`config.mk`:
```
export PLATFORM = sky130hd
export DESIGN_NAME = rtc_time_counters
export DESIGN_NICKNAME = d
export VERILOG_FILES = /design/src/hw/rtc_pkg.sv /design/src/hw/rtc_div_if.sv /design/src/hw/rtc_bcd_counter.sv /design/src/hw/rtc_prescaler.sv /design/src/hw/rtc_time_counters.sv
export VERILOG_INCLUDE_DIRS = /design/src /design/src/hw
export SDC_FILE = /design/constraint.sdc
export NUM_CORES = 1
export LEC_CHECK = 0
export ABC_AREA = 1
export BUFFER_PORTS_ARGS = -buffer_cell sky130_fd_sc_hd__buf_2
export CAP_MARGIN = 40
export CORE_MARGIN = 3
export CORE_UTILIZATION = 54
export CTS_BUF_LIST = sky130_fd_sc_hd__clkbuf_4
export DETAILED_ROUTE_END_ITERATION = 8
export PLACE_DENSITY = 0.81
export SYNTH_ARGS = -nofsm -noshare
export SYNTH_HDL_FRONTEND = slang
export SYNTH_SLANG_ARGS = --single-unit
```
`constraint.sdc`:
```
create_clock -name clock -period 4.7 [get_ports clock]
set_input_delay 1.41 -clock clock [delete_from_list [all_inputs] [get_ports clock]]
set_output_delay 1.41 -clock clock [all_outputs]
set_load 0.01 [all_outputs]
```
`src/hw/rtc_regs.svh`:
```
`ifndef RTC_REGS_SVH
`define RTC_REGS_SVH

// Register addresses of the clock section
`define RTC_ADDR_SUBSEC 4'h0
`define RTC_ADDR_SEC 4'h1
`define RTC_ADDR_MIN 4'h2
`define RTC_ADDR_HOUR 4'h3
`define RTC_ADDR_WDAY 4'h4
`define RTC_ADDR_CLOCK_LAST 4'h7
`define RTC_NUM_REGS 5

// Oscillator edges per hundredth step
`define RTC_OSC_DIV 328

// Field positions
`define RTC_BIT_OSC_STOP 7
`define RTC_BIT_FAIL_IE 7
`define RTC_FSEL_MSB 7
`define RTC_FSEL_LSB 4

// Field masks of implemented counter and register bits
`define RTC_MASK_SUBSEC 8'hFF
`define RTC_MASK_FULL 8'hFF
`define RTC_MASK_SEC 8'h7F
`define RTC_MASK_MIN 8'h7F
`define RTC_MASK_HOUR 8'h3F
`define RTC_MASK_WDAY 8'h07
`define RTC_MASK_WDAY_REG 8'hF7

// Counter ranges in packed BCD
`define RTC_SUBSEC_ZERO 8'h00
`define RTC_SUBSEC_MAX 8'h99
`define RTC_SEC_MAX 8'h59
`define RTC_MIN_MAX 8'h59
`define RTC_HOUR_MAX 8'h23
`define RTC_WDAY_MIN 8'h01
`define RTC_WDAY_MAX 8'h07
`define RTC_BCD_ZERO 8'h00

// Reset values of control fields
`define RTC_RST_OSC_STOP 1'h0
`define RTC_RST_FAIL_IE 1'h0
`define RTC_RST_FSEL 4'h0

`endif

```
`src/hw/rtc_pkg.sv`:
```
package rtc_pkg;
	// One register byte
	typedef logic [7:0] rtc_byte_t;
	// Register pointer of the serial engine
	typedef logic [3:0] rtc_ptr_t;
	// Clock-output frequency select code
	typedef logic [3:0] rtc_fsel_t;
	// Access state of the transfer registers
	typedef enum logic [2:0] {
		RTC_ST_IDLE = 3'b001,
		RTC_ST_HOLD = 3'b010,
		RTC_ST_DIRTY = 3'b100
	} rtc_acc_st_t;
endpackage

```
`src/hw/rtc_div_if.sv`:
```
`timescale 1ns/10ps
// Link between access control and the oscillator divider
interface rtc_div_if;
	logic osc_edge; // Synchronised oscillator rising edge
	logic restart; // Hold divider at zero
	logic hold; // Freeze divider while oscillator stopped
	logic tick; // One hundredth step, one-cycle pulse
	modport prescaler (input osc_edge, input restart, input hold, output tick);
	modport ctrl (output osc_edge, output restart, output hold, input tick);
endinterface

```
`src/hw/rtc_bcd_counter.sv`:
```
`timescale 1ns/10ps
`include "rtc_regs.svh"
module rtc_bcd_counter #(
	parameter logic [7:0] MIN_VAL = `RTC_BCD_ZERO, // First value in packed BCD
	parameter logic [7:0] MAX_VAL = `RTC_SEC_MAX // Last value in packed BCD
) (
	input wire logic clock, // System clock
	input wire logic rst_b, // Synchronous reset, active low
	input wire logic inc, // Advance by one
	input wire logic load, // Take load_value
	input wire rtc_pkg::rtc_byte_t load_value, // Value from transfer register
	output rtc_pkg::rtc_byte_t value, // Present count
	output logic carry // Wrap pulse to next unit
);
	import rtc_pkg::*;

	// Add one to a packed BCD pair
	function automatic rtc_byte_t bcd_inc(input rtc_byte_t v);
		rtc_byte_t r;
		r = v;
		if (v[3:0] >= 4'h9) begin
			r[3:0] = 4'h0;
			r[7:4] = v[7:4] + 4'h1;
		end else begin
			r[3:0] = v[3:0] + 4'h1;
		end
		return r;
	endfunction

	rtc_byte_t next_value; // Value after one step

	// Wrap to the minimum after the maximum
	always_comb begin
		next_value = (value == MAX_VAL) ? MIN_VAL : bcd_inc(value);
	end

	// Carry leaves in the same cycle as the wrap
	assign carry = inc && (value == MAX_VAL);

	// Load from the host has priority over counting
	always_ff @(posedge clock) begin
		if (!rst_b) begin
			value <= MIN_VAL;
		end else if (load) begin
			value <= load_value;
		end else if (inc) begin
			value <= next_value;
		end
	end
endmodule

```
`src/hw/rtc_prescaler.sv`:
```
`timescale 1ns/10ps
`include "rtc_regs.svh"
module rtc_prescaler #(
	parameter int DIV = `RTC_OSC_DIV // Oscillator edges per step
) (
	input wire logic clock, // System clock
	input wire logic rst_b, // Synchronous reset, active low
	rtc_div_if.prescaler div // Divider control and tick
);
	import rtc_pkg::*;

	localparam int CW = $clog2(DIV);
	localparam logic [CW-1:0] LAST = CW'(DIV - 1);

	logic [CW-1:0] count; // Edges seen in this step

	// Divider count; restart wins over everything so a write restarts cleanly
	always_ff @(posedge clock) begin
		if (!rst_b || div.restart) begin
			count <= '0;
		end else if (div.hold) begin
			count <= count; // Stopped oscillator freezes the chain
		end else if (div.osc_edge) begin
			count <= (count == LAST) ? '0 : count + 1'b1;
		end
	end

	// Step pulse on the edge that wraps the count
	always_ff @(posedge clock) begin
		if (!rst_b || div.restart) begin
			div.tick <= 1'b0;
		end else begin
			div.tick <= !div.hold && div.osc_edge && (count == LAST);
		end
	end
endmodule

```
`src/hw/rtc_time_counters.sv`:
```
`timescale 1ns/10ps
`include "rtc_regs.svh"
// Contract
// Hundredths step every 328 oscillator cycles
// Clock write restarts divider, zeroes sub-seconds
// Host writes only zero to sub-seconds
// Sub-seconds: tenths high nibble, hundredths low
// Seconds bit 7 stops the oscillator
// Seconds bits 6..0 count BCD 0..59
// Minutes bit 7 enables oscillator-fail interrupt
// Minutes bits 6..0 count BCD 0..59
// Hours bits 5..0 count BCD 0..23
// Host writes zero to unused bits
// Weekday bits 7..4 select clock output
// Weekday bits 2..0 cycle 1..7
// Access start freezes transfer registers
// Written bytes commit at pointer 08h or STOP
// Counters wrap and carry to next unit
// Stop bit freezes divider and counters
module rtc_time_counters #(
	parameter int OSC_DIV = `RTC_OSC_DIV // Oscillator edges per hundredth
) (
	input wire logic clock, // 250 MHz system clock
	input wire logic rst_b, // Synchronous reset, active low
	input wire logic osc_clk_pin, // 32.768 kHz oscillator, asynchronous
	input wire logic osc_fail_pin, // Oscillator failure detector, asynchronous
	input wire logic i2c_start, // Serial access begins, pulse
	input wire logic i2c_stop, // STOP condition seen, pulse
	input wire logic ptr_load, // Load register pointer, pulse
	input wire rtc_pkg::rtc_ptr_t ptr_value, // New pointer value
	input wire logic wr_valid, // Data byte written at pointer, pulse
	input wire rtc_pkg::rtc_byte_t wr_data, // Written byte
	input wire logic rd_ack, // Read byte taken by engine, pulse
	output rtc_pkg::rtc_byte_t rd_data, // Byte at pointer, registered
	output logic oscillator_stop, // Oscillator disabled
	output logic oscillator_fail_irq, // Oscillator fail interrupt
	output rtc_pkg::rtc_fsel_t clock_output_freq_select // Clock-output frequency code
);
	import rtc_pkg::*;

	// Implemented-bit mask of each register as seen by the host
	function automatic rtc_byte_t reg_mask(input int idx);
		case (idx)
			0: reg_mask = `RTC_MASK_SUBSEC;
			1: reg_mask = `RTC_MASK_FULL;
			2: reg_mask = `RTC_MASK_FULL;
			3: reg_mask = `RTC_MASK_HOUR;
			4: reg_mask = `RTC_MASK_WDAY_REG;
			default: reg_mask = 8'h00;
		endcase
	endfunction

	// Counter field mask of each register
	function automatic rtc_byte_t cnt_mask(input int idx);
		case (idx)
			0: cnt_mask = `RTC_MASK_SUBSEC;
			1: cnt_mask = `RTC_MASK_SEC;
			2: cnt_mask = `RTC_MASK_MIN;
			3: cnt_mask = `RTC_MASK_HOUR;
			4: cnt_mask = `RTC_MASK_WDAY;
			default: cnt_mask = 8'h00;
		endcase
	endfunction

	// Pointer falls in the clock section
	function automatic logic is_clock_addr(input rtc_ptr_t p);
		is_clock_addr = (p <= `RTC_ADDR_CLOCK_LAST);
	endfunction

	// Asynchronous pin synchronisers
	logic osc_meta; // First stage, read only by osc_sync
	logic osc_sync; // Second stage
	logic osc_prev; // Delayed copy for edge detection
	logic fail_meta; // First stage, read only by fail_sync
	logic fail_sync; // Second stage

	// Access and transfer state
	rtc_acc_st_t st; // Access state
	rtc_acc_st_t next_st; // Next access state
	rtc_ptr_t ptr; // Register pointer
	rtc_byte_t xfer [0:`RTC_NUM_REGS-1]; // Host-visible transfer registers
	rtc_byte_t live [0:`RTC_NUM_REGS-1]; // Counters with control bits merged
	rtc_byte_t load_val [0:`RTC_NUM_REGS-1]; // Counter load values
	rtc_byte_t cnt_value [0:`RTC_NUM_REGS-1]; // Counter outputs
	logic [`RTC_NUM_REGS:0] step; // Step into each counter
	logic advance; // Pointer moves after a byte
	logic clock_write; // Byte written into the clock section
	logic pending; // Clock section holds uncommitted bytes
	logic commit_now; // Commit decided this cycle
	logic commit_q; // Commit carried out this cycle
	logic frozen; // Transfer registers not refreshed
	logic fail_ie; // Oscillator fail interrupt enable

	rtc_div_if div (); // Divider link

	// Two flip-flops before the oscillator edge is looked at
	always_ff @(posedge clock) begin
		if (!rst_b) begin
			osc_meta <= 1'b0;
			osc_sync <= 1'b0;
			osc_prev <= 1'b0;
		end else begin
			osc_meta <= osc_clk_pin;
			osc_sync <= osc_meta;
			osc_prev <= osc_sync;
		end
	end

	// Failure detector level crosses into the clock domain
	always_ff @(posedge clock) begin
		if (!rst_b) begin
			fail_meta <= 1'b0;
			fail_sync <= 1'b0;
		end else begin
			fail_meta <= osc_fail_pin;
			fail_sync <= fail_meta;
		end
	end

	// Divider control: any pending clock write keeps the chain at zero
	assign div.osc_edge = osc_sync && !osc_prev;
	assign div.restart = (st == RTC_ST_DIRTY) || commit_q;
	assign div.hold = oscillator_stop;

	rtc_prescaler #(
		.DIV(OSC_DIV)
	) u_prescaler (
		.clock(clock),
		.rst_b(rst_b),
		.div(div)
	);

	// Byte traffic from the serial engine
	assign advance = wr_valid || rd_ack;
	assign clock_write = wr_valid && is_clock_addr(ptr);
	assign pending = (st == RTC_ST_DIRTY) || clock_write;
	// Commit on STOP, or when the pointer steps from the last clock address
	assign commit_now = pending && (i2c_stop || (advance && ptr == `RTC_ADDR_CLOCK_LAST));
	// A frozen image stays while the pointer sits on clock addresses
	assign frozen = (st == RTC_ST_DIRTY) || ((st == RTC_ST_HOLD) && is_clock_addr(ptr));

	// Access state: idle refreshes, hold freezes, dirty waits for commit
	always_comb begin
		next_st = st;
		case (st)
			RTC_ST_IDLE: begin
				if (i2c_start) begin
					next_st = RTC_ST_HOLD;
				end
			end
			RTC_ST_HOLD: begin
				if (i2c_stop) begin
					next_st = RTC_ST_IDLE;
				end else if (clock_write && !commit_now) begin
					next_st = RTC_ST_DIRTY;
				end
			end
			RTC_ST_DIRTY: begin
				if (i2c_stop) begin
					next_st = RTC_ST_IDLE;
				end else if (commit_now) begin
					next_st = RTC_ST_HOLD;
				end
			end
			default: next_st = RTC_ST_IDLE;
		endcase
	end

	// State register
	always_ff @(posedge clock) begin
		if (!rst_b) begin
			st <= RTC_ST_IDLE;
		end else begin
			st <= next_st;
		end
	end

	// Commit lags the decision by one cycle so a byte written with it has landed
	always_ff @(posedge clock) begin
		if (!rst_b) begin
			commit_q <= 1'b0;
		end else begin
			commit_q <= commit_now;
		end
	end

	// Register pointer, wraps over the sixteen addresses
	always_ff @(posedge clock) begin
		if (!rst_b) begin
			ptr <= `RTC_ADDR_SUBSEC;
		end else if (ptr_load) begin
			ptr <= ptr_value;
		end else if (advance) begin
			ptr <= ptr + 4'h1;
		end
	end

	// Live image: counters with control fields folded in
	always_comb begin
		for (int i = 0; i < `RTC_NUM_REGS; i++) begin
			live[i] = cnt_value[i] & cnt_mask(i);
		end
		live[1][`RTC_BIT_OSC_STOP] = oscillator_stop;
		live[2][`RTC_BIT_FAIL_IE] = fail_ie;
		live[4][`RTC_FSEL_MSB:`RTC_FSEL_LSB] = clock_output_freq_select;
	end

	// Transfer registers: written bytes, else refresh unless frozen
	always_ff @(posedge clock) begin
		if (!rst_b) begin
			for (int i = 0; i < `RTC_NUM_REGS; i++) begin
				xfer[i] <= `RTC_BCD_ZERO;
			end
		end else begin
			for (int i = 0; i < `RTC_NUM_REGS; i++) begin
				if (wr_valid && ptr == 4'(i)) begin
					// Unused bits read as zero; a byte written to sub-seconds is stored as zero
					xfer[i] <= (i == 0) ? `RTC_SUBSEC_ZERO : (wr_data & reg_mask(i));
				end else if (!frozen) begin
					xfer[i] <= live[i];
				end
			end
		end
	end

	// Load values: sub-seconds are forced to zero on every commit
	always_comb begin
		for (int i = 0; i < `RTC_NUM_REGS; i++) begin
			load_val[i] = xfer[i] & cnt_mask(i);
		end
		load_val[0] = `RTC_SUBSEC_ZERO;
	end

	// Counter chain: hundredths, seconds, minutes, hours, weekday
	assign step[0] = div.tick && !oscillator_stop;
	generate
		for (genvar g = 0; g < `RTC_NUM_REGS; g++) begin : g_cnt
			localparam logic [7:0] CMIN = (g == 4) ? `RTC_WDAY_MIN : `RTC_BCD_ZERO;
			localparam logic [7:0] CMAX = (g == 0) ? `RTC_SUBSEC_MAX : (g == 1) ? `RTC_SEC_MAX :
				(g == 2) ? `RTC_MIN_MAX : (g == 3) ? `RTC_HOUR_MAX : `RTC_WDAY_MAX;
			// Tenths above hundredths in one pair; the others as listed
			rtc_bcd_counter #(
				.MIN_VAL(CMIN),
				.MAX_VAL(CMAX)
			) u_cnt (
				.clock(clock),
				.rst_b(rst_b),
				.inc(step[g] && !commit_q),
				.load(commit_q),
				.load_value(load_val[g]),
				.value(cnt_value[g]),
				.carry(step[g+1])
			);
		end
	endgenerate

	// Control fields take effect with the commit, like the counters
	always_ff @(posedge clock) begin
		if (!rst_b) begin
			oscillator_stop <= `RTC_RST_OSC_STOP;
			fail_ie <= `RTC_RST_FAIL_IE;
			clock_output_freq_select <= `RTC_RST_FSEL;
		end else if (commit_q) begin
			oscillator_stop <= xfer[1][`RTC_BIT_OSC_STOP];
			fail_ie <= xfer[2][`RTC_BIT_FAIL_IE];
			clock_output_freq_select <= xfer[4][`RTC_FSEL_MSB:`RTC_FSEL_LSB];
		end
	end

	// Failure interrupt only when enabled; code 0000 means no clock output downstream
	always_ff @(posedge clock) begin
		if (!rst_b) begin
			oscillator_fail_irq <= 1'b0;
		end else begin
			oscillator_fail_irq <= fail_ie && fail_sync;
		end
	end

	// Read data: transfer byte at the pointer, other addresses read zero here
	always_ff @(posedge clock) begin
		if (!rst_b) begin
			rd_data <= `RTC_BCD_ZERO;
		end else if (ptr < 4'(`RTC_NUM_REGS)) begin
			rd_data <= xfer[ptr[2:0]];
		end else begin
			rd_data <= `RTC_BCD_ZERO;
		end
	end
endmodule

```
==> results.ini <==
[cts]
tritoncts_num_sinks=115
clk-insertion-delay-late_ns=0.56
ctsHtreeMaxLevel=4
clk_transition_reported_paths_ns=0.11
clockBufferDepth=2
number_of_hold_repair_buffers_added_at_the_cts_stage=0
ctsRootBufferMaster=sky130_fd_sc_hd__clkbuf_4
cts_made_buffers=17
tritoncts=yes
cts.repair.resized=0
postCtsSetupBuffers=0

[cells_and_area]
fillerInstances=977
final_cell_area_mm2=0.00673
multi_input_logic_area_mm2=0.00299
area_growth_pct=8.87
sequential_cell_area_mm2=0.00267
share_of_layout_cells_above_drive_strength_1=0.123
final_nets=902

[yosys]
synth.ff_latch_count=115
ys_async_sr_fraction=0
synth.net_count=866
yosys.cell_types.count=45
synth_area_leaders=sky130_fd_sc_hd__dfxtp_1 25%, sky130_fd_sc_hd__edfxtp_1 18%, sky130_fd_sc_hd__nand2_1 11%, sky130_fd_sc_hd__ha_1 6.1%, sky130_fd_sc_hd__inv_1 6.0%
synth_edf_count=37
post_synthesis_instance_area_mm2=0.00618
synth_ff_type=sky130_fd_sc_hd__dfxtp_1
synth_warn=0
netlist_instances=815
yosys.area.top_type_share=0.253
netlist.top_cell.by_area=sky130_fd_sc_hd__dfxtp_1
seq_area_frac_synth=0.432
average_footprint_of_a_synthesized_cell_um2=7.58

[detailed_routing]
detail_route.drc_violations=0
route.detailed.wl_per_inst_um=15.3
detail_route.first_pass.iterations=6
routed-via-count=5716
postRouteAntennaNets=0
dr.first_iter.drc_count=692
wirelength_um=15400
via_per_inst=5.69

[sta]
final-hold-violation-count=0
slew_headroom=0.557
maxClockFrequency_mhz=340
worst_skew_ns=0.0213
setup_tns_ns=0
finalSetupViolations=0
grt_setup_unrepaired=false
timing.final.max_slew_violations=0
worst-slew-pin-transition_ns=0.662
finalWorstPathRequiredPeriod_ns=2.94
timing.final.crit_share=0.626

[worst_setup_path]
timing.rr.start=ptr[0]
path_cells=clkinv_1 > ha_1 > nand2_1 > a31oi_1 > nor2_2 > buf_4 > a21oi_1
crit-reg2reg-capture=xfer[2][1]
largest_fanout_of_any_net_on_the_critical_path=18
r2r_cells=7
critical_path_class=register to register
critical_path.startpoint_type=register
timing.critical_path.slowest_cell_delay_ns=0.65
arrival_ns=3.24
worst-r2r-setup-slack_ns=1.76
timing.critical_path.to_type=register
critPathBufInv=2
critical_path_required_ns=5.00
timing.critical_path.max_delay_family=buffers and inverters
cp_slowest_cell=sky130_fd_sc_hd__dfxtp_1

[die]
initial_utilization=0.560
die_w_um=113
io_pins=35
floorplan.die_area_mm2=0.0128
die_height_um=113
row_count=38
floorplan.core_area_mm2=0.0110

[placement]
gp_congestion=0.921
portBuffers=34
dp.final_hpwl_um=11200
detailed_place.area_mm2=0.00644

[global_routing]
globalRouteOverflowTotal=0
initial_antenna_violation_count=1
wire_length_of_the_first_global_routing_pass_um=25200
grt_max_degree=30
track_usage=0.249
number_of_global_route_vias_before_repair=5291

[worst_hold_path]
worst_hold_startpoint=fail_sync
holdPathStages=2
min_delay_worst_endpoint=oscillator_fail_irq
hold_path.class=register to register

[job]
drv_cap=0

[status]
status=finished clean

[power]
max-vdd-ir-drop_mv=0.333
p_leak_nw=2.86
powerDensity_mw_per_mm2=316

==> registers in the layout, indices dropped and copies added, names as in the netlist, 3 cells and up <==
| signal | cells |
|---|---|
| u_prescaler.count | 9 |
| g_cnt.u_cnt.value | 40 |
| xfer | 37 |
| st | 3 |
| ptr | 4 |
| rd_data | 8 |
| clock_output_freq_select | 4 |
==> power by group <==
group	switching [mW]	total [mW]	internal, mW
sequential	0.0516	1.14	1.09
clock	0.419	0.737	0.318
combinational	0.169	0.248	0.0782
total	0.640	2.12	1.48
==> layout by cell type, fill, tap and decap left out, types with 13 or more instances in the layout <==
cell type,synthesis,routed
sky130_fd_sc_hd__nand3_1,57,57
sky130_fd_sc_hd__dfxtp_1,78,78
sky130_fd_sc_hd__a21oi_1,51,51
sky130_fd_sc_hd__nor3_1,13,13
sky130_fd_sc_hd__o21ai_0,50,50
sky130_fd_sc_hd__nor2_1,94,93
sky130_fd_sc_hd__inv_1,98,98
sky130_fd_sc_hd__ha_1,30,30
sky130_fd_sc_hd__clkbuf_4,0,17
sky130_fd_sc_hd__edfxtp_1,37,37
sky130_fd_sc_hd__nand2_1,184,184
sky130_fd_sc_hd__buf_2,5,34
sky130_fd_sc_hd__a31oi_1,15,15
==> cells in the mapped netlist, drive strengths merged (4+ instances only) <==
library cell,n
a21oi,52
a221oi,6
a31oi,15
buf,10
clkbuf,11
dfxtp,78
edfxtp,37
ha,30
inv,103
nand2,189
nand3,58
nand4,11
nor2,105
nor3,14
o21ai,61
or2,4
xor2,11
==> how the worst max path moves through the flow <==
stage             start          to  slack (ns)  cells past startpoint
2_1_floorplan     rst_b  xfer[0][0]        2.16                      3
3_3_place_gp   wr_valid  xfer[3][2]        1.51                      8
3_5_place_dp   wr_valid  xfer[2][1]        1.42                      8
4_1_cts          ptr[0]  xfer[2][1]        1.79                      7
5_1_grt          ptr[0]  xfer[2][1]        1.53                      7
6_report         ptr[0]  xfer[2][1]        1.76                      7
==> metal layers <==
layer,track usage,vias up,wire length [µm]
met1,0.334,2593,6640
met4,0.122,0,586
met2,0.376,309,6700
met3,0.0636,54,1490
met5,0,-,0
li1,-,2760,-
==> cell type report <==
class,count,area share
diodes,1,0.000372
multi-input cells,574,0.445
well taps,140,0.0260
clock inverters,15,0.0238
repair buffers,38,0.0298
flip-flops and latches,115,0.397
inverters,105,0.0590
clock buffers,17,0.0190
==> cell families after synthesis <==
logic type / count (synthesis) / share of synthesized area
adders and majority gates: 30 / 0.0607
buffers and inverters: 126 / 0.0836
DFF: 115 / 0.432
and+or+nand+nor: 386 / 0.270
AOI/OAI and AO/OA: 145 / 0.134
xor gates and xnor gates: 13 / 0.0184
==> worst reg2reg max path, cell delays in order (launching register included) <==
cell and delay (ns):
sky130_fd_sc_hd__dfxtp_1 0.65, sky130_fd_sc_hd__clkinv_1 0.42, sky130_fd_sc_hd__ha_1 0.32, sky130_fd_sc_hd__nand2_1 0.32, sky130_fd_sc_hd__a31oi_1 0.16, sky130_fd_sc_hd__nor2_2 0.39, sky130_fd_sc_hd__buf_4 0.35, sky130_fd_sc_hd__a21oi_1 0.09
==> stage by stage <==
| step | hold WS (ns) | util | worst slack [ns] | total power [mW] | instances |
|---|---|---|---|---|---|
| final | 0.421 | 0.610 | 1.76 | 2.12 | 1005 |
| after global routing | 0.444 | 0.610 | 1.53 | 2.21 | 1005 |
| after detailed placement | 0.402 | 0.584 | 1.42 | 1.40 | 972 |
| after global placement | 0.395 | 0.584 | 1.51 | 1.39 | 972 |
| after floorplan | 0.390 | - | 2.16 | 1.32 | 815 |
| after CTS | 0.421 | 0.610 | 1.79 | 2.12 | 1004 |
Note: power is estimated with default switching activity, not from simulation.
